## src/hw/ccdseq_pkg.sv

```systemverilog
// Package for the CCD readout clock sequencer (host side timing generator).
// Assumes a single 40 MHz reference clock and digital level outputs that
// external drivers translate to the sensor clock voltages.
package ccdseq_pkg;

    localparam int          REF_CLK_MHZ     = 40;
    localparam int          COL_ACTIVE      = 648;
    localparam int          ROW_ACTIVE      = 484;
    localparam int          VREG_COUNT      = 680;
    localparam int          HREG_STAGES     = 496;
    localparam int          DARK_COLS       = 32;
    localparam int          DARK_ROWS       = 12;
    localparam int          ROW_TOTAL       = ROW_ACTIVE + DARK_ROWS;
    localparam int          CNT_W           = 16;
    // Phase widths in nanoseconds, converted to whole cycles (least times).
    localparam int          REF_CLK_PER_NS  = 1000 / REF_CLK_MHZ;
    localparam int          VPULSE_NS       = 1000;
    localparam int          HOLD_NS         = 250;
    localparam int          SHUT_NS         = 1000;
    localparam int          PH1_XFER_NS     = 2000;
    localparam int          VPULSE_CYC      =
        (VPULSE_NS + REF_CLK_PER_NS - 1) / REF_CLK_PER_NS;
    localparam int          HOLD_CYC        =
        (HOLD_NS + REF_CLK_PER_NS - 1) / REF_CLK_PER_NS;
    localparam int          SHUT_CYC        =
        (SHUT_NS + REF_CLK_PER_NS - 1) / REF_CLK_PER_NS;
    localparam int          PH1_XFER_CYC    =
        (PH1_XFER_NS + REF_CLK_PER_NS - 1) / REF_CLK_PER_NS;
    localparam int          FIFO_DEPTH      = 32;

    // Per-line command entry held in the FIFO.
    typedef struct packed {
        logic              dump;
        logic              bin;
    } ccdseq_line_s;
    localparam int          LINE_W          = 2;

    // Sensor clock outputs, all digital levels.
    typedef struct packed {
        logic vertical_phase_one_clock;
        logic vertical_phase_one_high;
        logic vertical_phase_two_clock;
        logic horiz_reg_a_phase_one_clock;
        logic horiz_reg_b_phase_one_clock;
        logic horiz_shared_phase_two_clock;
        logic resetClock;
        logic line_dump_gate;
        logic substrate_shutter_pulse;
    } ccdseq_pins_s;

    typedef enum logic [3:0] {
        ST_IDLE,
        ST_PH1,
        ST_LINE_V2H,
        ST_LINE_V2L,
        ST_TO_B,
        ST_A_BACK,
        ST_RETRACE,
        ST_PIX_H2H,
        ST_PIX_H2L,
        ST_PIX_RST
    } ccdseq_state_e;

endpackage

```

## src/hw/ccdseq_fifo.sv

```systemverilog
// Synchronous FIFO holding per-line commands for the sequencer.
// Assumes one clock, a clock enable and an asynchronous active-low reset.
`timescale 1ns/1ps
module ccdseq_fifo #(
    parameter int WIDTH = 2,
    parameter int DEPTH = 32
) (
    input  wire logic             ref_clk,
    input  wire logic             arst_n,
    input  wire logic             clkEn,
    input  wire logic             inValid,
    output logic                  inReady,
    input  wire logic [WIDTH-1:0] inData,
    output logic                  outValid,
    input  wire logic             outReady,
    output logic      [WIDTH-1:0] outData
);
    localparam int AW = $clog2(DEPTH);

    typedef struct packed {
        logic [AW-1:0] wrPtr;
        logic [AW-1:0] rdPtr;
        logic [AW:0]   count;
        logic [WIDTH-1:0] rdData;
        logic          rdValid;
    } ccdseq_fifo_s;

    ccdseq_fifo_s     st_q;
    ccdseq_fifo_s     st_d;
    logic [WIDTH-1:0] mem [DEPTH];
    logic             doWr;
    logic             doRd;
    logic             loadOut;

    // The output register counts as one of the DEPTH words.
    assign inReady  = ((st_q.count + (AW+1)'(st_q.rdValid))
                       != (AW+1)'(DEPTH));
    assign doWr     = inValid && inReady;
    assign outValid = st_q.rdValid;
    assign outData  = st_q.rdData;
    // The output register refills whenever it is empty or being drained.
    assign loadOut  = (st_q.count != '0) && (!st_q.rdValid || outReady);
    assign doRd     = loadOut;

    always_comb begin
        st_d = st_q;
        if (doWr) begin
            st_d.wrPtr = st_q.wrPtr + 1'b1;
        end
        if (loadOut) begin
            st_d.rdData  = mem[st_q.rdPtr];
            st_d.rdValid = 1'b1;
            st_d.rdPtr   = st_q.rdPtr + 1'b1;
        end else if (outReady) begin
            st_d.rdValid = 1'b0;
        end
        st_d.count = st_q.count + (AW+1)'(doWr) - (AW+1)'(doRd);
    end

    always_ff @(posedge ref_clk or negedge arst_n) begin
        if (!arst_n) begin
            st_q <= '0;
        end else if (clkEn) begin
            st_q <= st_d;
        end
    end

    always_ff @(posedge ref_clk) begin
        if (clkEn && doWr) begin
            mem[st_q.wrPtr] <= inData;
        end
    end
endmodule

```

## src/hw/ccdseq_ctrl.sv

```systemverilog
// Host-side timing generator that clocks an interline progressive CCD.
// Assumes external level translators for every clock; the line FIFO is fed
// by same-clock logic, the start strobe and modes come from same-clock logic.
`timescale 1ns/1ps
module ccdseq_ctrl
    import ccdseq_pkg::*;
#(
    parameter int ROWS   = ROW_TOTAL,
    parameter int STAGES = HREG_STAGES
) (
    input  wire logic               ref_clk,
    input  wire logic               arst_n,
    input  wire logic               clkEn,
    input  wire logic               frameStart,
    input  wire logic               dualMode,
    input  wire logic               singleOutput,
    input  wire logic [CNT_W-1:0]   shutterLine,
    input  wire logic               lineValid,
    output logic                    lineReady,
    input  wire logic [LINE_W-1:0]  lineCmd,
    output ccdseq_pins_s            pins,
    output logic                    sampleStrobe,
    output logic                    busy
);
    typedef struct packed {
        ccdseq_state_e    state;
        logic [CNT_W-1:0] tmr;
        logic [CNT_W-1:0] row;
        logic [CNT_W-1:0] pix;
        logic             secondLine;
        logic             dual;
        logic             binPend;
        logic             shutDone;
        ccdseq_pins_s     pins;
        logic             sample;
    } ccdseq_ctrl_s;

    ccdseq_ctrl_s st_q;
    ccdseq_ctrl_s st_d;
    logic         cmdValid;
    logic         cmdTake;
    ccdseq_line_s cmd;
    logic [LINE_W-1:0] cmdRaw;

    // Per-line commands (dump, bin) flow through a FIFO; readout stalls on it.
    ccdseq_fifo #(
        .WIDTH (LINE_W),
        .DEPTH (FIFO_DEPTH)
    ) u_fifo (
        .ref_clk  (ref_clk),
        .arst_n   (arst_n),
        .clkEn    (clkEn),
        .inValid  (lineValid),
        .inReady  (lineReady),
        .inData   (lineCmd),
        .outValid (cmdValid),
        .outReady (cmdTake),
        .outData  (cmdRaw)
    );
    assign cmd = ccdseq_line_s'(cmdRaw);

    function automatic logic timerDone(input logic [CNT_W-1:0] t);
        return t == '0;
    endfunction

    assign cmdTake = (st_q.state == ST_RETRACE) && cmdValid
                     && timerDone(st_q.tmr);
    assign pins         = st_q.pins;
    assign sampleStrobe = st_q.sample;
    assign busy         = st_q.state != ST_IDLE;

    always_comb begin
        st_d        = st_q;
        st_d.sample = 1'b0;
        if (!timerDone(st_q.tmr)) begin
            st_d.tmr = st_q.tmr - 1'b1;
        end
        case (st_q.state)
            ST_IDLE: begin
                st_d.pins.horiz_reg_a_phase_one_clock = 1'b1;
                st_d.pins.horiz_shared_phase_two_clock = 1'b0;
                if (frameStart) begin
                    // The single-output part only allows register A.
                    st_d.dual  = dualMode && !singleOutput;
                    st_d.row   = '0;
                    st_d.shutDone = 1'b0;
                    st_d.pins.vertical_phase_one_clock = 1'b1;
                    st_d.pins.vertical_phase_two_clock = 1'b0;
                    st_d.pins.vertical_phase_one_high = 1'b1;
                    st_d.tmr   = CNT_W'(PH1_XFER_CYC);
                    st_d.state = ST_PH1;
                end
            end
            ST_PH1: begin
                if (timerDone(st_q.tmr)) begin
                    // Its falling edge closes the exposure interval.
                    st_d.pins.vertical_phase_one_high = 1'b0;
                    st_d.secondLine = 1'b0;
                    st_d.tmr   = CNT_W'(HOLD_CYC);
                    st_d.state = ST_RETRACE;
                end
            end
            ST_RETRACE: begin
                // Shutter only here, with horizontal clocks parked.
                if (!st_q.shutDone && st_q.row == shutterLine
                    && st_q.row < CNT_W'(ROWS)
                    && st_q.secondLine == 1'b0) begin
                    st_d.pins.substrate_shutter_pulse = 1'b1;
                    st_d.shutDone = 1'b1;
                    st_d.tmr = CNT_W'(SHUT_CYC);
                end else if (timerDone(st_q.tmr)) begin
                    st_d.pins.substrate_shutter_pulse = 1'b0;
                    if (st_q.row >= CNT_W'(ROWS)) begin
                        st_d.state = ST_IDLE;
                    end else if (cmdValid) begin
                        st_d.binPend = cmd.bin;
                        // Dump gate high across the transfer clears it.
                        st_d.pins.line_dump_gate = cmd.dump;
                        // A held high, H2 low while V2 pulses.
                        st_d.pins.horiz_reg_a_phase_one_clock = 1'b1;
                        st_d.pins.vertical_phase_two_clock = 1'b1;
                        st_d.pins.vertical_phase_one_clock = 1'b0;
                        st_d.tmr   = CNT_W'(VPULSE_CYC);
                        st_d.state = ST_LINE_V2H;
                    end
                end
            end
            ST_LINE_V2H: begin
                if (timerDone(st_q.tmr)) begin
                    st_d.pins.vertical_phase_two_clock = 1'b0;
                    st_d.pins.vertical_phase_one_clock = 1'b1;
                    st_d.tmr   = CNT_W'(VPULSE_CYC);
                    st_d.state = ST_LINE_V2L;
                end
            end
            ST_LINE_V2L: begin
                if (timerDone(st_q.tmr)) begin
                    st_d.pins.line_dump_gate = 1'b0;
                    st_d.row = st_q.row + 1'b1;
                    st_d.tmr = CNT_W'(HOLD_CYC);
                    if (st_q.binPend) begin
                        // Second line summed into the same register.
                        st_d.binPend = 1'b0;
                        st_d.state   = ST_RETRACE;
                    end else if (st_q.dual && !st_q.secondLine) begin
                        st_d.pins.horiz_reg_a_phase_one_clock = 1'b0;
                        st_d.pins.horiz_reg_b_phase_one_clock = 1'b1;
                        st_d.state = ST_TO_B;
                    end else begin
                        st_d.pix   = '0;
                        st_d.state = ST_PIX_H2H;
                    end
                end
            end
            ST_TO_B: begin
                if (timerDone(st_q.tmr)) begin
                    st_d.pins.horiz_reg_a_phase_one_clock = 1'b1;
                    st_d.tmr   = CNT_W'(HOLD_CYC);
                    st_d.state = ST_A_BACK;
                end
            end
            ST_A_BACK: begin
                if (timerDone(st_q.tmr)) begin
                    st_d.secondLine = 1'b1;
                    st_d.state = ST_RETRACE;
                end
            end
            ST_PIX_H2H: begin
                // Both phase ones low, shared phase two high.
                st_d.pins.horiz_shared_phase_two_clock = 1'b1;
                st_d.pins.horiz_reg_a_phase_one_clock = 1'b0;
                st_d.pins.horiz_reg_b_phase_one_clock = 1'b0;
                st_d.state = ST_PIX_H2L;
            end
            ST_PIX_H2L: begin
                // Falling phase two puts a packet on the output node.
                st_d.pins.horiz_shared_phase_two_clock = 1'b0;
                st_d.pins.horiz_reg_a_phase_one_clock = 1'b1;
                st_d.pins.horiz_reg_b_phase_one_clock = st_q.dual;
                st_d.sample = 1'b1;
                st_d.state  = ST_PIX_RST;
            end
            ST_PIX_RST: begin
                // Reset follows the sample of the current pixel.
                st_d.pins.resetClock = !st_q.pins.resetClock;
                if (st_q.pins.resetClock) begin
                    st_d.pix = st_q.pix + 1'b1;
                    if (st_q.pix == CNT_W'(STAGES - 1)) begin
                        st_d.pins.horiz_reg_b_phase_one_clock = 1'b0;
                        st_d.secondLine = 1'b0;
                        st_d.tmr   = CNT_W'(HOLD_CYC);
                        st_d.state = ST_RETRACE;
                    end else begin
                        st_d.state = ST_PIX_H2H;
                    end
                end
            end
            default: begin
                st_d.state = ST_IDLE;
            end
        endcase
    end

    always_ff @(posedge ref_clk or negedge arst_n) begin
        if (!arst_n) begin
            st_q       <= '0;
            st_q.state <= ST_IDLE;
            st_q.pins.vertical_phase_one_clock <= 1'b1;
            st_q.pins.horiz_reg_a_phase_one_clock <= 1'b1;
        end else if (clkEn) begin
            st_q <= st_d;
        end
    end

    property p_vcomp;
        @(posedge ref_clk) disable iff (!arst_n)
        pins.vertical_phase_one_clock != pins.vertical_phase_two_clock;
    endproperty
    a_vcomp: assert property (p_vcomp) else $error("vertical not complementary");

    property p_hcomp;
        @(posedge ref_clk) disable iff (!arst_n)
        pins.horiz_shared_phase_two_clock |-> !pins.horiz_reg_a_phase_one_clock;
    endproperty
    a_hcomp: assert property (p_hcomp) else $error("horizontal overlap");

    property p_v2a;
        @(posedge ref_clk) disable iff (!arst_n)
        pins.vertical_phase_two_clock |-> pins.horiz_reg_a_phase_one_clock
            && !pins.horiz_shared_phase_two_clock;
    endproperty
    a_v2a: assert property (p_v2a) else $error("V2 pulse without A held");

    property p_shut;
        @(posedge ref_clk) disable iff (!arst_n)
        pins.substrate_shutter_pulse |-> st_q.state == ST_RETRACE;
    endproperty
    a_shut: assert property (p_shut) else $error("shutter during readout");

    property p_single;
        @(posedge ref_clk) disable iff (!arst_n)
        (st_q.state == ST_IDLE && frameStart && singleOutput && clkEn)
            |=> !st_q.dual;
    endproperty
    a_single: assert property (p_single) else $error("dual on single part");

    property p_dump;
        @(posedge ref_clk) disable iff (!arst_n)
        pins.line_dump_gate |-> (st_q.state == ST_LINE_V2H
            || st_q.state == ST_LINE_V2L);
    endproperty
    a_dump: assert property (p_dump) else $error("dump outside transfer");

    property p_rst;
        @(posedge ref_clk) disable iff (!arst_n)
        (sampleStrobe && clkEn) |=> pins.resetClock;
    endproperty
    a_rst: assert property (p_rst) else $error("no reset after sample");

    property p_tob;
        @(posedge ref_clk) disable iff (!arst_n)
        pins.horiz_reg_b_phase_one_clock && st_q.state == ST_TO_B
            |-> !pins.horiz_reg_a_phase_one_clock
            && !pins.horiz_shared_phase_two_clock;
    endproperty
    a_tob: assert property (p_tob) else $error("bad A to B move");

    property p_pixcnt;
        @(posedge ref_clk) disable iff (!arst_n)
        st_q.pix <= CNT_W'(STAGES);
    endproperty
    a_pixcnt: assert property (p_pixcnt) else $error("pixel count overrun");

    c_frame: cover property (@(posedge ref_clk) st_q.state == ST_PH1);
    c_dual: cover property (@(posedge ref_clk) st_q.state == ST_TO_B);
    c_shut: cover property (@(posedge ref_clk) pins.substrate_shutter_pulse);
    c_dumpc: cover property (@(posedge ref_clk) pins.line_dump_gate);
endmodule

```

## config.mk

```make
export PLATFORM = sky130hd
export DESIGN_NAME = ccdseq_ctrl
export DESIGN_NICKNAME = d
export VERILOG_FILES = /design/src/hw/ccdseq_pkg.sv /design/src/hw/ccdseq_fifo.sv /design/src/hw/ccdseq_ctrl.sv
export SDC_FILE = /design/constraint.sdc
export NUM_CORES = 1
export LEC_CHECK = 0
export BUFFER_PORTS_ARGS = -buffer_cell sky130_fd_sc_hd__buf_2
export CAP_MARGIN = 15
export CORE_MARGIN = 8
export CORE_UTILIZATION = 42
export CTS_CLUSTER_DIAMETER = 50
export CTS_CLUSTER_SIZE = 30
export DETAILED_ROUTE_END_ITERATION = 16
export MAX_ROUTING_LAYER = met4
export SYNTH_ARGS = -nofsm -noshare
export SYNTH_HDL_FRONTEND = slang
export SYNTH_HIERARCHICAL = 1
export SYNTH_SLANG_ARGS = --single-unit
```

## constraint.sdc

```tcl
create_clock -name ref_clk -period 4.44 [get_ports ref_clk]
set_input_delay 0.444 -clock ref_clk [delete_from_list [all_inputs] [get_ports ref_clk]]
set_output_delay 0.444 -clock ref_clk [all_outputs]
set_load 0.03 [all_outputs]
```

# Yosys cells after proc, flatten, opt, wreduce, memory -nomap -nowiden
# Memories as Yosys holds them, arrays and structs flattened. A register that Yosys moved wholly into a read port is not among the register bits.
# Index checks and enable logic that the tools add are counted.
classes:
  reduce_logical: 51
  magnitude_cmp: 2
  n_shift: 0
  bitwise: 1
  addsub: 8
  n_mux: 66
  n_mul: 0
  eq_ne: 29
  n_div: 0
ops:
  columns: ["op", "n"]
  rows:
  - ["20-bit two-way mux", 6]
  - ["16-bit case mux with 7 select lines", 1]
  - ["16-bit two-way mux", 6]
  - ["16-bit case mux with 2 select lines", 2]
  - ["52-bit two-way mux", 1]
  - ["4-bit case mux with 10 select lines", 1]
  - ["36-bit two-way mux", 1]
  - ["16-bit by 1-bit adder with 16-bit output (second input constant)", 2]
  - ["2-bit inequality test (second input constant)", 13]
  - ["1-bit two-way mux", 23]
  - ["4-bit two-way mux", 5]
  - ["2-bit two-way mux", 9]
  - ["17-bit two-way mux", 1]
  - ["16-bit equality test", 1]
  - ["16-bit by 9-bit equality test with 1-bit output (second input constant)", 1]
  - ["4-bit by 3-bit equality test with 1-bit output (second input constant)", 4]
  - ["16-bit by 9-bit greater-or-equal comparator with 1-bit output (second input constant)", 1]
  - ["16-bit zero test", 1]
  - ["16-bit by 9-bit less-than comparator with 1-bit output (second input constant)", 1]
  - ["2-bit nonzero test", 8]
  - ["16-bit by 1-bit subtractor with 16-bit output (second input constant)", 1]
  - ["7-bit AND reduction", 2]
  - ["6-bit by 1-bit adder with 6-bit output", 2]
  - ["4-bit AND reduction", 3]
  - ["28 further kinds", 61]
totals:
  out_inout_bits: 12
  ff_bits: 83
  latch_bits: 0
  n_memories: 1
  in_bits: 25
  rom_bits: 0
  ram_bits: 64
  wordCells: 180
memory_table:
  columns: ["memory", "depth", "word_bits", "rd", "rd_clocked_by_memory_dff", "wr", "line", "text"]
  rows:
  - ["u_fifo.mem", 32, 2, 1, 1, 1, "ccdseq_fifo.sv:30", "logic [WIDTH-1:0] mem [DEPTH];"]

# Longest topological paths before layout
# Gate-level depths: netlist of the first run.
depth:
  word_depth: 7
  mapped_depth: 18
  depth_no_buf: 17

# By module
# The synthesis of the first run kept the hierarchy.
by_module_without_submodules:
  columns: ["mod", "instances", "cells_each", "seq_area_each_um2", "area_per_inst_um2"]
  rows:
  - ["ccdseq_ctrl", 1, 530, 1654.1, 4433.0]
  - ["ccdseq_fifo", 1, 274, 2397.3, 3995.1]

# Worst setup path before layout of the first run
# Ideal clock, no wire load.
synth_timing:
  path_type: "register to register"
  from: "reg st_q[49] (netlist name)"
  to: "reg u_fifo/st_q[7] in the netlist's numbering"
  t_required_ps: 4306
  path_buffers: 3
  synth_period_minus_slack_ps: 3221
  slack_ps: 1219
  path_stages_with_launch: 18
  setup_ps: 134
  arrival_ps: 3086
  path_cell_list: "dfrtp_1 buf_6 or4_4 buf_6 nor2_1 buf_2 nand2_1 nor2_1 nor2b_1 nor2_1 ha_1 inv_1 ha_1 fa_1 a21oi_1 o21bai_1 xnor2_1 mux2i_1"
synth_lines:
  columns: ["item", "line", "text"]
  rows:
  - ["end signal: assignment", "ccdseq_fifo.sv:64", "st_q <= st_d;"]
  - ["end: declaration", "ccdseq_fifo.sv:28", "ccdseq_fifo_s st_q;"]

==> results summary, run 1 <==
The flow ran to the end, and the final reports show no timing, DRC or antenna violations. The quantity of I/O buffers inserted on ports came out at 36. The residual DRC count is 0. The max-slew headroom at the worst pin is 25.8%. The total buffers and inverters traversed by the critical path is 2. The setup slack of the most critical reg-to-reg path is 1.01 ns. The min-delay analysis places its worst path in the category input pin to async pin. At the pin with the least slew margin, the transition time is roughly 1.1 ns. The cell area after layout is 9360 sq um. The routed length per placed instance came out at 17.4 microns. The via count normalized by instance count came out at 5.59.

The count of hold-fix buffers inserted at cts came out at 0. The data required time at the worst endpoint is 4.75 ns. The synthesized design contains about 150 register bits. The worst setup path is launched from a register.

For this run, the leading register cell type out of synthesis is sky130_fd_sc_hd__dfrtp_1. The maximum vdd ir drop is 0.236 mV. The slowest stage of the critical path belongs to the cell sky130_fd_sc_hd__dfrtp_1.

The worst path arrival time is around 3.7 ns. At the end of routability-driven placement, the weighted congestion stood at 0.899. The wire length of the first global-routing pass is 32.0 mm. The area of the placeable core is about 20000 sq um. The period utilization is 77.2%. The initial antenna violation count came out at 0. For the final routed database, the setup TNS stands at 0 ns. The total length of routed wires is 19.2 mm. The number of buffers added for setup after CTS came out at 0.

Setup repair after global routing left no endpoint under its margin. The total routing resource utilization after global routing is 16.7%. Broken down by cell family, the worst path's largest delay share belongs to adder cells. The post-synthesis area per instance is 10.5 sq um. The total of warnings raised by yosys came out at 6. The area added between synthesis and finish is 11.1%.

The count of nets left with antenna violations after detail routing is 0. The total number of nets in the final design is 867. The ratio of cells with drive above 1 in the final layout came out at around an eighth. The max-slew violation total from the final report is 0.

The floorplan die area came out at 24900 sq um. In this run the power density over the cells is 452 nW/um^2. The total of cells resized after clock tree synthesis is 0. The biggest fanout along the worst timing path came out at 17. Summing every instance area after synthesis gives 8430 sq um. TritonCTS built the clock tree. The signal on the critical path passes through clkinv_1 > nand3_1 > nor2_1 > nor2b_1 > nor2_1 > ha_1 > inv_1 > ha_1 > fa_1 > a21oi_1 > o21bai_1 > xnor2_1 > mux2i_1. The portion of the post-synthesis area used by sequential elements came out at approximately half. The clock-pin slew on the worst setup and hold paths came out at 0.07 ns. The number of enable-type register cells in the synthesized netlist came out at 64.

The HPWL after detailed placement came out at 13.3 mm. The largest single stage delay on the critical path is 0.66 ns. Summing over every cut layer, the via total after detailed routing is 6159.

The maximum number of pins on one net before global-route repair is 45. Counting cells, the worst reg-to-reg path comes to 13. For the worst-skew pair, the clock arrives at the later sink with an insertion delay of 0.43 ns. The standby leakage power is 3.67 nW. The time the worst path needs with I/O delays and setup came out at roughly 3.4 ns. The overall overflow remaining after global route is 0. Once the floorplan was initialized, standard cells occupied 42.2% of the core.

Setup violations remaining at the end of the flow were counted as 0. The post-synthesis instance total came out at 804. CTS placed an instance of sky130_fd_sc_hd__clkbuf_16 at the clock tree root. The TritonCTS sink count came out at 149. The type of the setup path with the least slack is register to register. OpenSTA, run right after detailed placement, puts the worst setup slack at 1.16 ns.

The endpoint type of the worst setup path is a register. From bottom edge to top edge, the die measures 158 microns. The count of pins on the block boundary is 37.

The number of distinct library cell variants in the gate-level netlist after synthesis is 79. The deepest clock path buffer count is 2. After synthesis, the share of flip-flops with an asynchronous set or reset is 57.0%. The post-layout worst setup margin came out at just over 1 ns. The first detailed-routing pass ran for 5 iterations. The clock buffer count from CTS came out at 17. The row count came out at 52. Once placement finished, the instance area stood at 8730 sq um. The fmax came out at about 290 MHz. The top cell types in the final layout, fill and taps aside, are 92 x sky130_fd_sc_hd__nor2_1, 83 x sky130_fd_sc_hd__dfrtp_1, 64 x sky130_fd_sc_hd__edfxtp_1. The number of design-rule violations left by the first detailed-router iteration is a little under 400. The number of global-route vias before repair is 6149.

The total number of H-tree levels is 4. The instance count after placement with tap cells included is around 1100. The post-synth net total came out at 854. The final count of hold timing violations is 0. The max-capacitance violation count came out at 0.

The die boundary width is ~160 microns. Leaving out fill and tap cells, the most frequent cell in the layout is sky130_fd_sc_hd__nor2_1. The worst register-to-register path ends at u_fifo/st_q[7]. The finished layout holds roughly 1100 standard cells, fillers aside. The final clock skew came out at approximately 0.017 ns. The launch instance of the worst register-to-register path is st_q[62].
sequential cells by signal, summed over array words and instances (netlist names):
signal,count
u_fifo/mem,64
sampleStrobe,1
u_fifo/outValid,1
u_fifo/outData,2
u_fifo/st_q,16
st_q,56
pins,9
cells in the mapped netlist (all sizes together) (10+ instances only):
master | number | area, sq um
nor2 | 92 | 345
dfrtp | 83 | 2080
edfxtp | 64 | 1920
nand2 | 52 | 195
o21ai | 51 | 259
xnor2 | 39 | 342
a21oi | 34 | 170
buf | 27 | 195
inv | 26 | 97.6
nand3 | 25 | 125
clkbuf | 24 | 90.1
ha | 24 | 300
o31ai | 18 | 135
nand4 | 16 | 100
nor3 | 16 | 91.3
mux2i | 14 | 144
mux4 | 14 | 364
nand2b | 12 | 75.1
nor4 | 12 | 75.1
and3 | 10 | 62.6
xor2 | 10 | 87.6
area by class of cell:
| class | instances | area [sq um] |
|---|---|---|
| clock buffers | 17 | 425 |
| clock inverters | 15 | 204 |
| flip-flops and latches | 149 | 4050 |
| repair buffers | 45 | 250 |
| fillers | 1833 | 10600 |
| diodes | 1 | 2.50 |
| multi-input cells | 575 | 3980 |
| well taps | 270 | 338 |
| inverters | 29 | 109 |
worst max path at each step:
stage | startpoint | end | depth (start not counted)
floorplan | st_q[49] | u_fifo/st_q[7] | 17
global placement | st_q[62] | u_fifo/st_q[7] | 13
detailed placement | st_q[47] | u_fifo/st_q[7] | 18
CTS | st_q[62] | u_fifo/st_q[7] | 13
global route | st_q[62] | u_fifo/st_q[7] | 13
finish | st_q[62] | u_fifo/st_q[7] | 13
routing by layer:
| layer | part of all wire [%] | vias up | global-route usage, % |
|---|---|---|---|
| li1 | - | 3008 | - |
| met1 | 45 | 2958 | 20.9 |
| met2 | 47 | 157 | 26.1 |
| met3 | 5.3 | 36 | 3.79 |
| met4 | 2.4 | 0 | 6.44 |
| met5 | 0 | - | - |
cell families (layout without fill, tap and decap cells):
kind of cell / Yosys count / after routing / share of synthesized area (%)
compound gates: 183 / 183 / 14.6
flops: 149 / 149 / 48.1
xor+xnor: 49 / 49 / 5.09
buf+inv: 80 / 106 / 4.68
other cells: 0 / 1 / 0
mux: 33 / 33 / 6.70
fa+ha+maj: 25 / 25 / 3.80
simple gates: 285 / 285 / 17.0
report_power, final:
part	internal (mW)	total, mW	switching, mW
Combinational	0.470	0.921	0.451
Sequential	1.56	1.80	0.243
Clock	0.820	1.51	0.689
Total	2.85	4.23	1.38
through the flow:
| stage | power (mW) | utilization (%) | hold slack [ns] |
|---|---|---|---|
| 4_1_cts | 4.27 | 46.9 | 0.0201 |
| 3_5_place_dp | 2.75 | 43.7 | 0.463 |
| 5_1_grt | 4.47 | 46.9 | 0.0440 |
| 2_1_floorplan | 2.55 | - | 0.148 |
| 6_report | 4.23 | 46.9 | 0.00497 |
| 3_3_place_gp | 2.74 | 43.7 | 0.451 |
(Power assumes the default switching activity.)
==> run 2: changes to the inputs <==
- ABC_AREA: default -> 1
- clock period: 4.44 -> 3.2 ns (I/O delays scaled with it)
==> run 2 against run 1 <==
  * Largest cell class is now multi-input combinational cells
  * Area after synthesis grew 7.8%
  * The flow now finishes with violations (negative hold slack)
  * Wire length grew 12%
  * Critical path type unchanged
  * Hold slack lost 0.018 ns
  * Register-to-register slack lost 0.72 ns
==> results summary, run 2 <==
The met2 routed wirelength came to 10.0 mm (was 9.01 mm). The effective utilization at floorplan is 42.2% (about the same). The area added between synthesis and finish is 10.1% (was 11.1%). The y dimension of the die came out at 163 microns (was 158 microns). The pin slew with the least headroom to its limit was 0.829 ns (was 1.10 ns). Commonest cells after routing, fill and taps aside: 320 x sky130_fd_sc_hd__nand2_1, 146 x sky130_fd_sc_hd__inv_1, 107 x sky130_fd_sc_hd__nor2_1 (was 92 x sky130_fd_sc_hd__nor2_1, 83 x sky130_fd_sc_hd__dfrtp_1, 64 x sky130_fd_sc_hd__edfxtp_1). The maximum number of pins on one net before global-route repair came out at 64 (was 45). The HPWL after detailed placement came out at 15.3 mm (was 13.3 mm). The combined area of the multi-input logic cells came out at 4150 sq um (was 3980 sq um). The proportion of netlist area held by the largest area contributor is 22.9% (was 24.6%). The overall overflow remaining after global route came out at 0 (unchanged). The final weighted congestion in routability-driven placement is 0.944 (was 0.899). The post-synthesis area per instance came to 7.87 sq um (was 10.5 sq um). The type of the setup path with the least slack is register to register (unchanged). The mux cell area share after synthesis is 0% (was 6.70%).

The post-synth net total came out at 1204 (was 854). The dominant combinational cell family by area after synthesis is simple AND/OR/NAND/NOR gates (unchanged). The area share of and/or/nand/nor cells after synthesis was 32.1% (was 17.0%).

The TritonCTS sink count was 149 (unchanged). The cell area after technology mapping came out at 9080 sq um (was 8430 sq um). The biggest fanout along the worst timing path came to 3 (was 17).

The clock-pin slew on the worst setup and hold paths is 0.07 ns (about the same). The post-synthesis cell type with the largest combined area is sky130_fd_sc_hd__dfrtp_1 (unchanged). Dominant cells by area after synthesis: sky130_fd_sc_hd__dfrtp_1 23%, sky130_fd_sc_hd__edfxtp_1 21%, sky130_fd_sc_hd__nand2_1 13% (was sky130_fd_sc_hd__dfrtp_1 25%, sky130_fd_sc_hd__edfxtp_1 23%, sky130_fd_sc_hd__nor2_1 4.1%). The quantity of I/O buffers inserted on ports is 36 (unchanged). The cell area power density came out at 664 nW/um^2 (was 452 nW/um^2).

The total negative setup slack is 0 ns (unchanged). The max-slew headroom at the worst pin is 44.7% (was 25.8%). The worst path arrival time was 3.21 ns (was 3.74 ns).

The cell with the most instances after synthesis is sky130_fd_sc_hd__nand2_1 (was sky130_fd_sc_hd__nor2_1). The uppermost layer routed was met4 (unchanged). The number of buffers added for setup after CTS is 0 (unchanged). RSZ-0062 raised after global routing: no (unchanged). The wire length of the first global-routing pass is 36.2 mm (was 32.0 mm). The count of pins on the block boundary is 37 (unchanged). The routed length per placed instance was 14.6 microns (was 17.4 microns). The row count came out at 54 (was 52). The share of synthesized flip-flops with an asynchronous set or reset is 57.0% (unchanged). The number of enable-type register cells in the synthesized netlist is 64 (unchanged). The maximum vdd ir drop was 0.379 mV (was 0.236 mV).

The ratio of cells with drive above 1 in the final layout came to 12.4% (was 12.3%). The kind of start point of the critical path is a register (unchanged). The die boundary width came out at 163 microns (was 158 microns). The endpoint of the most critical register-to-register path is u_fifo/st_q[7] (unchanged). The origin of the worst setup path is u_fifo/st_q[3] (was st_q[62]). The portion of the post-synthesis area used by sequential elements is 44.6% (was 48.1%). The number of design-rule violations left by the first detailed-router iteration came out at 543 (was 391). The total number of nets in the final design came out at 1227 (was 867).

The deepest clock path buffer count is 2 (unchanged). The complex-gate fraction of the synthesized area is 6.72% (was 14.6%). The total power came to 6.64 mW (was 4.23 mW).

The final-report setup violation count is 0 (unchanged). The post-route met1 wirelength was 9.93 mm (was 8.73 mm). The data required time at the worst endpoint was 3.50 ns (was 4.75 ns).

The antenna diode instance count came out at 0 (was 1). The clock insertion delay at the later pin of the skew report is 0.43 ns (about the same). The minimum hold slack is -0.0134 ns (was 0.00497 ns). The total of warnings raised by yosys came to 6 (unchanged). The master cell of the clock root buffer is sky130_fd_sc_hd__clkbuf_16 (unchanged).

The total length of routed wires came out at 21.5 mm (was 19.2 mm). The final count of hold timing violations is 3 (was 0). The clock buffer count from CTS came out at 17 (unchanged). The xor-xnor portion of the synthesized cell area came to 3.36% (was 5.09%). The time the worst path needs with I/O delays and setup came out at 2.91 ns (was 3.43 ns). The initial antenna violation count came out at 0 (unchanged).

The number of global-route vias before repair came to 7324 (was 6149). The flip-flop count of the largest register after layout was 64 (unchanged). The fmax is 344 MHz (was 292 MHz). The TritonCTS clock tree is built (unchanged). The path type of the worst min-delay path is input pin to async pin (unchanged). The launch instance of the worst register-to-register path is u_fifo/st_q[3] (was st_q[62]). The register bit total from synthesis is 149 (unchanged). The area taken by flip-flops and latches is 4050 sq um (unchanged). The register name with the most flops was u_fifo/mem (unchanged). The total of cells resized after clock tree synthesis came to 0 (unchanged).

The max-slew violation total from the final report is 0 (unchanged). The area of the placeable core is 21600 sq um (was 20000 sq um). The final reports fail on negative hold slack. The dominant synthesized flop cell is sky130_fd_sc_hd__dfrtp_1 (unchanged).

The area share of fa/ha/maj cells after synthesis came to 3.53% (was 3.80%). The floorplan die area came out at 26600 sq um (was 24900 sq um). The total number of H-tree levels came out at 4 (unchanged). The period utilization is 90.9% (was 77.2%). The placed standard-cell area is 9400 sq um (was 8730 sq um).

The endpoint type of the worst setup path is a register (unchanged). The detailed route wirelength on metal3 came out at 1.11 mm (was 1.01 mm). The final clock skew was 0.0160 ns (was 0.0166 ns). The post-layout instance count excluding filler cells is 1470 (was 1101).

The instance count after placement with tap cells included is 1438 (was 1068). The worst-case reg-to-reg path depth came out at 16 (was 13). The number of distinct library cell variants in the gate-level netlist after synthesis came out at 52 (was 79). The via count normalized by instance count was 5.04 (was 5.59). The total routing resource utilization after global routing is 17.3% (was 16.7%).

The final core utilization came out at 46.4% (was 46.9%). The total via count after detailed routing is 7411 (was 6159). The commonest non-fill, non-tap cell in the layout was sky130_fd_sc_hd__nand2_1 (was sky130_fd_sc_hd__nor2_1). The count of hold-fix buffers inserted at cts is 0 (unchanged). Status: complete, but fails checks (was complete, no violations). Top Registers: u_fifo/mem: 64 flops, st_q: 56 flops, u_fifo/st_q: 16 flops (unchanged). The first-pass iteration count of the detailed router came to 5 (unchanged). Most frequent cells after synthesis: 320 x sky130_fd_sc_hd__nand2_1, 147 x sky130_fd_sc_hd__inv_1, 107 x sky130_fd_sc_hd__nor2_1 (was 92 x sky130_fd_sc_hd__nor2_1, 83 x sky130_fd_sc_hd__dfrtp_1, 64 x sky130_fd_sc_hd__edfxtp_1).

The post-synthesis instance total is 1154 (was 804). The residual DRC count was 0 (unchanged). The layout filler cell count came out at 2186 (was 1833). The standby leakage power is 4.71 nW (was 3.67 nW). The setup slack of the most critical reg-to-reg path came out at 0.29 ns (was 1.01 ns).

The count of nets left with antenna violations after detail routing is 0 (unchanged). The max-capacitance violation count came out at 0 (unchanged). The cell area after layout is 10000 sq um (was 9360 sq um).
[run 2: cell types whose count changed in the layout (fill, tap and decap cells not counted), moves of 13 or more]
cell	previous run	this run
sky130_fd_sc_hd__nand2_1	52	320
sky130_fd_sc_hd__mux2i_1	13	0
sky130_fd_sc_hd__mux4_1	13	0
sky130_fd_sc_hd__inv_1	26	146
sky130_fd_sc_hd__nand2_2	0	13
sky130_fd_sc_hd__nor2_1	92	107
sky130_fd_sc_hd__nand3_1	25	95
sky130_fd_sc_hd__xor2_1	10	29
sky130_fd_sc_hd__nor3_1	15	34
sky130_fd_sc_hd__xnor2_1	39	4
[run 2: per-layer routing]
layer  up-vias  track usage [%]
met5         -                -
met3        31             3.15
met2       181             27.3
met1      3437             22.1
li1       3762                -
met4         0             6.01
[run 2: final cells by class]
type	instances	area share [%]
multi-input cells	805	41.5
flip-flops and latches	149	40.5
inverters	161	6.05
clock buffers	17	4.25
well taps	280	3.50
repair buffers	43	2.35
clock inverters	15	1.83
[run 2: kinds of logic after synthesis]
kind of cell / count (synthesis)
DFF: 149
xor gates and xnor gates: 34
and+or+nand+nor: 639
buffers and inverters: 200
AOI/OAI and AO/OA: 107
adders and majority gates: 25
[run 2: critical path, cell delays in order (launching register included)]
cell                      delay, ns
sky130_fd_sc_hd__dfrtp_1       0.41
sky130_fd_sc_hd__ha_1          0.23
sky130_fd_sc_hd__ha_1          0.22
sky130_fd_sc_hd__nand2_1       0.08
sky130_fd_sc_hd__xor2_1        0.15
sky130_fd_sc_hd__nor2_1        0.06
sky130_fd_sc_hd__nand2_2       0.10
sky130_fd_sc_hd__nand2_1       0.06
sky130_fd_sc_hd__ha_1          0.27
sky130_fd_sc_hd__inv_1         0.04
sky130_fd_sc_hd__ha_1          0.22
sky130_fd_sc_hd__fa_1          0.42
sky130_fd_sc_hd__nand2_1       0.09
sky130_fd_sc_hd__nand2_1       0.06
sky130_fd_sc_hd__a21oi_1       0.15
sky130_fd_sc_hd__xor2_1        0.15
sky130_fd_sc_hd__o21ai_0       0.08
[run 2: how the worst max path moves through the flow]
stage | cells after the start | slack [ns] | endpoint
after global routing | 17 | 0.04 | u_fifo/st_q[7]
after global placement | 17 | 0.34 | u_fifo/st_q[7]
final | 16 | 0.29 | u_fifo/st_q[7]
after CTS | 17 | 0.24 | u_fifo/st_q[7]
after detailed placement | 17 | 0.28 | u_fifo/st_q[7]
after floorplan | 18 | 0.33 | u_fifo/st_q[7]
[run 2: stage by stage]
step / setup WS [ns] / hold slack, ns
final: 0.291 / -0.0134
after floorplan: 0.326 / 0.0244
after CTS: 0.242 / 0.0190
after global routing: 0.0354 / 0.0435
after detailed placement: 0.277 / 0.466
after global placement: 0.344 / 0.457
[run 2: power by group]
group	switching [mW]	internal (mW)	total, mW
logic	1.50	0.712	2.21
clock network	0.951	1.06	2.01
registers	0.212	2.21	2.42
==> run 3: changes to the inputs <==
- CELL_PAD_IN_SITES_DETAIL_PLACEMENT: default -> 2
- CELL_PAD_IN_SITES_GLOBAL_PLACEMENT: default -> 2
- CORE_UTILIZATION: 42 -> 38
- PLACE_DENSITY_LB_ADDON: default -> 0.1
==> run 3 against run 2 <==
  * Utilization fell by 3.5 points
  * Clock power is 5% lower
  * Combinational power increased by 9%
  * The run now ends clean
  * Wire length grew 31%
  * Non-clock buffer count increased by 7
  * First-iteration DRC count shrank 23%
  * Highest routed layer unchanged
  * Sequential power about the same
  * Sequential cell count stayed put
  * Critical endpoint unchanged
  * Critical path depth is 1 higher
  * Sequential share of layout area fell by 0.25 points
  * Die area up 9.5%
  * Clock skew hardly changed
==> results summary, run 3 (synthesis results as in run 2) <==
The worst path arrival time was 3.26 ns (was 3.21 ns). The data required time at the worst endpoint came to 3.50 ns (about the same). The number of design-rule violations left by the first detailed-router iteration came out at 416 (was 543). The fmax is 338 MHz (was 344 MHz). The TritonCTS clock tree is built (unchanged).

The max-capacitance violation count is 0 (unchanged). The clock-pin slew on the worst setup and hold paths came out at 0.07 ns (about the same). The initial antenna violation count is 0 (unchanged). The deepest clock path buffer count is 2 (unchanged). The via count normalized by instance count was 5.11 (was 5.04). The final weighted congestion in routability-driven placement is 0.813 (was 0.944).

The final-report setup violation count was 0 (unchanged). The clock insertion delay at the later pin of the skew report is 0.43 ns (about the same). The y dimension of the die came out at 171 microns (was 163 microns). The overall overflow remaining after global route came to 0 (unchanged). The max-slew headroom at the worst pin is 56.1% (was 44.7%). Cells traversed along the worst timing path: inv_2 > ha_2 > nand3_1 > nor2_2 > nand2_4 > nor3_4 > o21ai_1 > inv_1 > ha_1 > inv_1 > ha_2 > fa_1 > nand2_1 > nand2_1 > a21oi_1 > xor2_1 > o21ai_0 (was ha_1 > ha_1 > nand2_1 > xor2_1 > nor2_1 > nand2_2 > nand2_1 > ha_1 > inv_1 > ha_1 > fa_1 > nand2_1 > nand2_1 > a21oi_1 > xor2_1 > o21ai_0). The register name with the most flops is u_fifo/mem (unchanged). The die boundary width is 171 microns (was 163 microns).

The routed length per placed instance is 18.5 microns (was 14.6 microns). The HPWL after detailed placement came out at 20.7 mm (was 15.3 mm). The cell area after layout came out at 10100 sq um (was 10000 sq um). The final core utilization came out at 42.9% (was 46.4%).

The TritonCTS sink count came out at 149 (unchanged). The launch instance of the worst register-to-register path is st_q[47] (was u_fifo/st_q[3]). The setup slack of the most critical reg-to-reg path is 0.24 ns (was 0.29 ns). The type of the setup path with the least slack is register to register (unchanged). The endpoint type of the worst setup path is a register (unchanged). The path type of the worst min-delay path is input pin to register (was input pin to async pin).

Commonest cells after routing, fill and taps aside: 320 x sky130_fd_sc_hd__nand2_1, 146 x sky130_fd_sc_hd__inv_1, 107 x sky130_fd_sc_hd__nor2_1 (unchanged). The final count of hold timing violations is 0 (was 3). The final clock skew is 0.0162 ns (was 0.0160 ns). The maximum vdd ir drop is 0.286 mV (was 0.379 mV). The layout filler cell count came to 2693 (was 2186). The placed standard-cell area came to 9500 sq um (was 9400 sq um).

The floorplan die area came out at 29100 sq um (was 26600 sq um). The worst-path cell with the longest stage delay is sky130_fd_sc_hd__fa_1 (unchanged). The cell area power density was 671 nW/um^2 (was 664 nW/um^2).

The standby leakage power came out at 4.71 nW (about the same). The number of buffers added for setup after CTS was 0 (unchanged). The flip-flop count of the largest register after layout was 64 (unchanged).

The time the worst path needs with I/O delays and setup is 2.96 ns (was 2.91 ns). The commonest non-fill, non-tap cell in the layout is sky130_fd_sc_hd__nand2_1 (unchanged). RSZ-0062 raised after global routing: no (unchanged). The kind of start point of the critical path was a register (unchanged).

The count of nets left with antenna violations after detail routing is 0 (unchanged). The origin of the worst setup path is st_q[47] (was u_fifo/st_q[3]). The worst-case reg-to-reg path depth is 17 (was 16). The count of pins on the block boundary came out at 37 (unchanged). The total via count after detailed routing is 7748 (was 7411). The row count came out at 56 (was 54). The area of the placeable core came out at 23500 sq um (was 21600 sq um). The period utilization came out at 92.4% (was 90.9%). The total number of H-tree levels is 4 (unchanged). The residual DRC count came out at 0 (unchanged). The area added between synthesis and finish came to 10.8% (was 10.1%). The pin slew with the least headroom to its limit came out at 0.657 ns (was 0.829 ns). The total negative setup slack is 0 ns (unchanged). The critical path endpoint is u_fifo/st_q[7] (unchanged).

The first-pass iteration count of the detailed router is 4 (was 5). The total length of routed wires came out at 28.1 mm (was 21.5 mm). The antenna diode instance count is 0 (unchanged). The ratio of cells with drive above 1 in the final layout came out at 12.4% (about the same).

The total routing resource utilization after global routing is 20.9% (was 17.3%). The maximum number of pins on one net before global-route repair came out at 50 (was 64). The quantity of I/O buffers inserted on ports came out at 36 (unchanged). The effective utilization at floorplan came out at 38.7% (was 42.2%).

The endpoint of the most critical register-to-register path is u_fifo/st_q[7] (unchanged). The total number of nets in the final design came out at 1234 (was 1227). The master cell of the clock root buffer is sky130_fd_sc_hd__clkbuf_16 (unchanged). The biggest fanout along the worst timing path is 4 (was 3).

The clock buffer count from CTS was 17 (unchanged). The number of global-route vias before repair came out at 8647 (was 7324). Status: complete, no violations (was complete, but fails checks). Top Registers: u_fifo/mem: 64 flops, st_q: 56 flops, u_fifo/st_q: 16 flops (unchanged). The max-slew violation total from the final report came out at 0 (unchanged). The wire length of the first global-routing pass was 46.6 mm (was 36.2 mm). The delay contributed by the slowest stage of the critical path is 0.42 ns (about the same).
## run 3: changes by cell type in the layout (fill, tap and decap cells not counted), moves of 2 or more
| cell | before | now |
|---|---|---|
| sky130_fd_sc_hd__clkinv_4 | 0 | 3 |
| sky130_fd_sc_hd__ha_2 | 0 | 2 |
| sky130_fd_sc_hd__clkinv_8 | 6 | 0 |
| sky130_fd_sc_hd__buf_4 | 8 | 13 |
| sky130_fd_sc_hd__ha_1 | 24 | 22 |
| sky130_fd_sc_hd__clkinv_1 | 4 | 7 |
| sky130_fd_sc_hd__inv_8 | 4 | 0 |
| sky130_fd_sc_hd__clkbuf_1 | 0 | 3 |
## run 3: per-layer routing
metal  share of wire [%]  GRT usage, %  up-vias
met4                 1.4          4.54        0
met1                  47          25.8     3863
met5                   0             -        -
met3                 2.2          3.07       28
met2                  50          35.7       81
li1                    -             -     3776
## run 3: worst min path at each step
stage	startpoint	endpoint	slack (ns)	depth (start not counted)
floorplan	arst_n	pins[0]	0.02	0
global placement	arst_n	u_fifo/st_q[8]	0.34	1
detailed placement	arst_n	u_fifo/st_q[8]	0.34	1
CTS	dualMode	st_q[12]	0.24	3
global route	dualMode	st_q[12]	0.29	3
finish	dualMode	st_q[12]	0.26	3
## run 3: per-stage QoR
stage | instances | hold WS [ns] | setup slack, ns | power [mW]
final | 1516 | 0.263 | 0.243 | 6.75
after global routing | 1516 | 0.293 | 0.0465 | 7.21
after CTS | 1516 | 0.243 | 0.0145 | 6.84
after detailed placement | 1483 | 0.343 | 0.0333 | 4.89
after global placement | 1483 | 0.344 | 0.163 | 4.77
after floorplan | 1154 | 0.0244 | 0.326 | 4.16
## run 3: worst max-delay path, delay by kind of cell (launching register included)
family | cells | cell delay, ns
adder cells (fa/ha/maj) | 4 | 0.96
flip-flops | 1 | 0.40
buffers and inverters | 3 | 0.21
AND/OR/NAND/NOR | 6 | 0.76
AO/OA/AOI/OAI | 3 | 0.37
XOR/XNOR | 1 | 0.15
## run 3: what timing repair did
item	4_1_cts	5_1_grt
hold buffers	1	0
resized for setup	0	5
setup endpoints to repair	0	1
hold endpoints to repair	36	0
## run 3: area by class of cell
type,instances,area (sq um),share of cell area (%)
multi-input combinational,805,4170,41.4
sequential,149,4050,40.2
inverter,161,606,6.02
clock buffer,20,437,4.34
tap,319,399,3.96
timing repair buffer,50,303,3.01
clock inverter,12,106,1.06
## run 3: power breakdown
group          internal (mW)  switching [mW]
Sequential              2.21           0.229
Combinational          0.747            1.65
Clock                   1.07           0.843
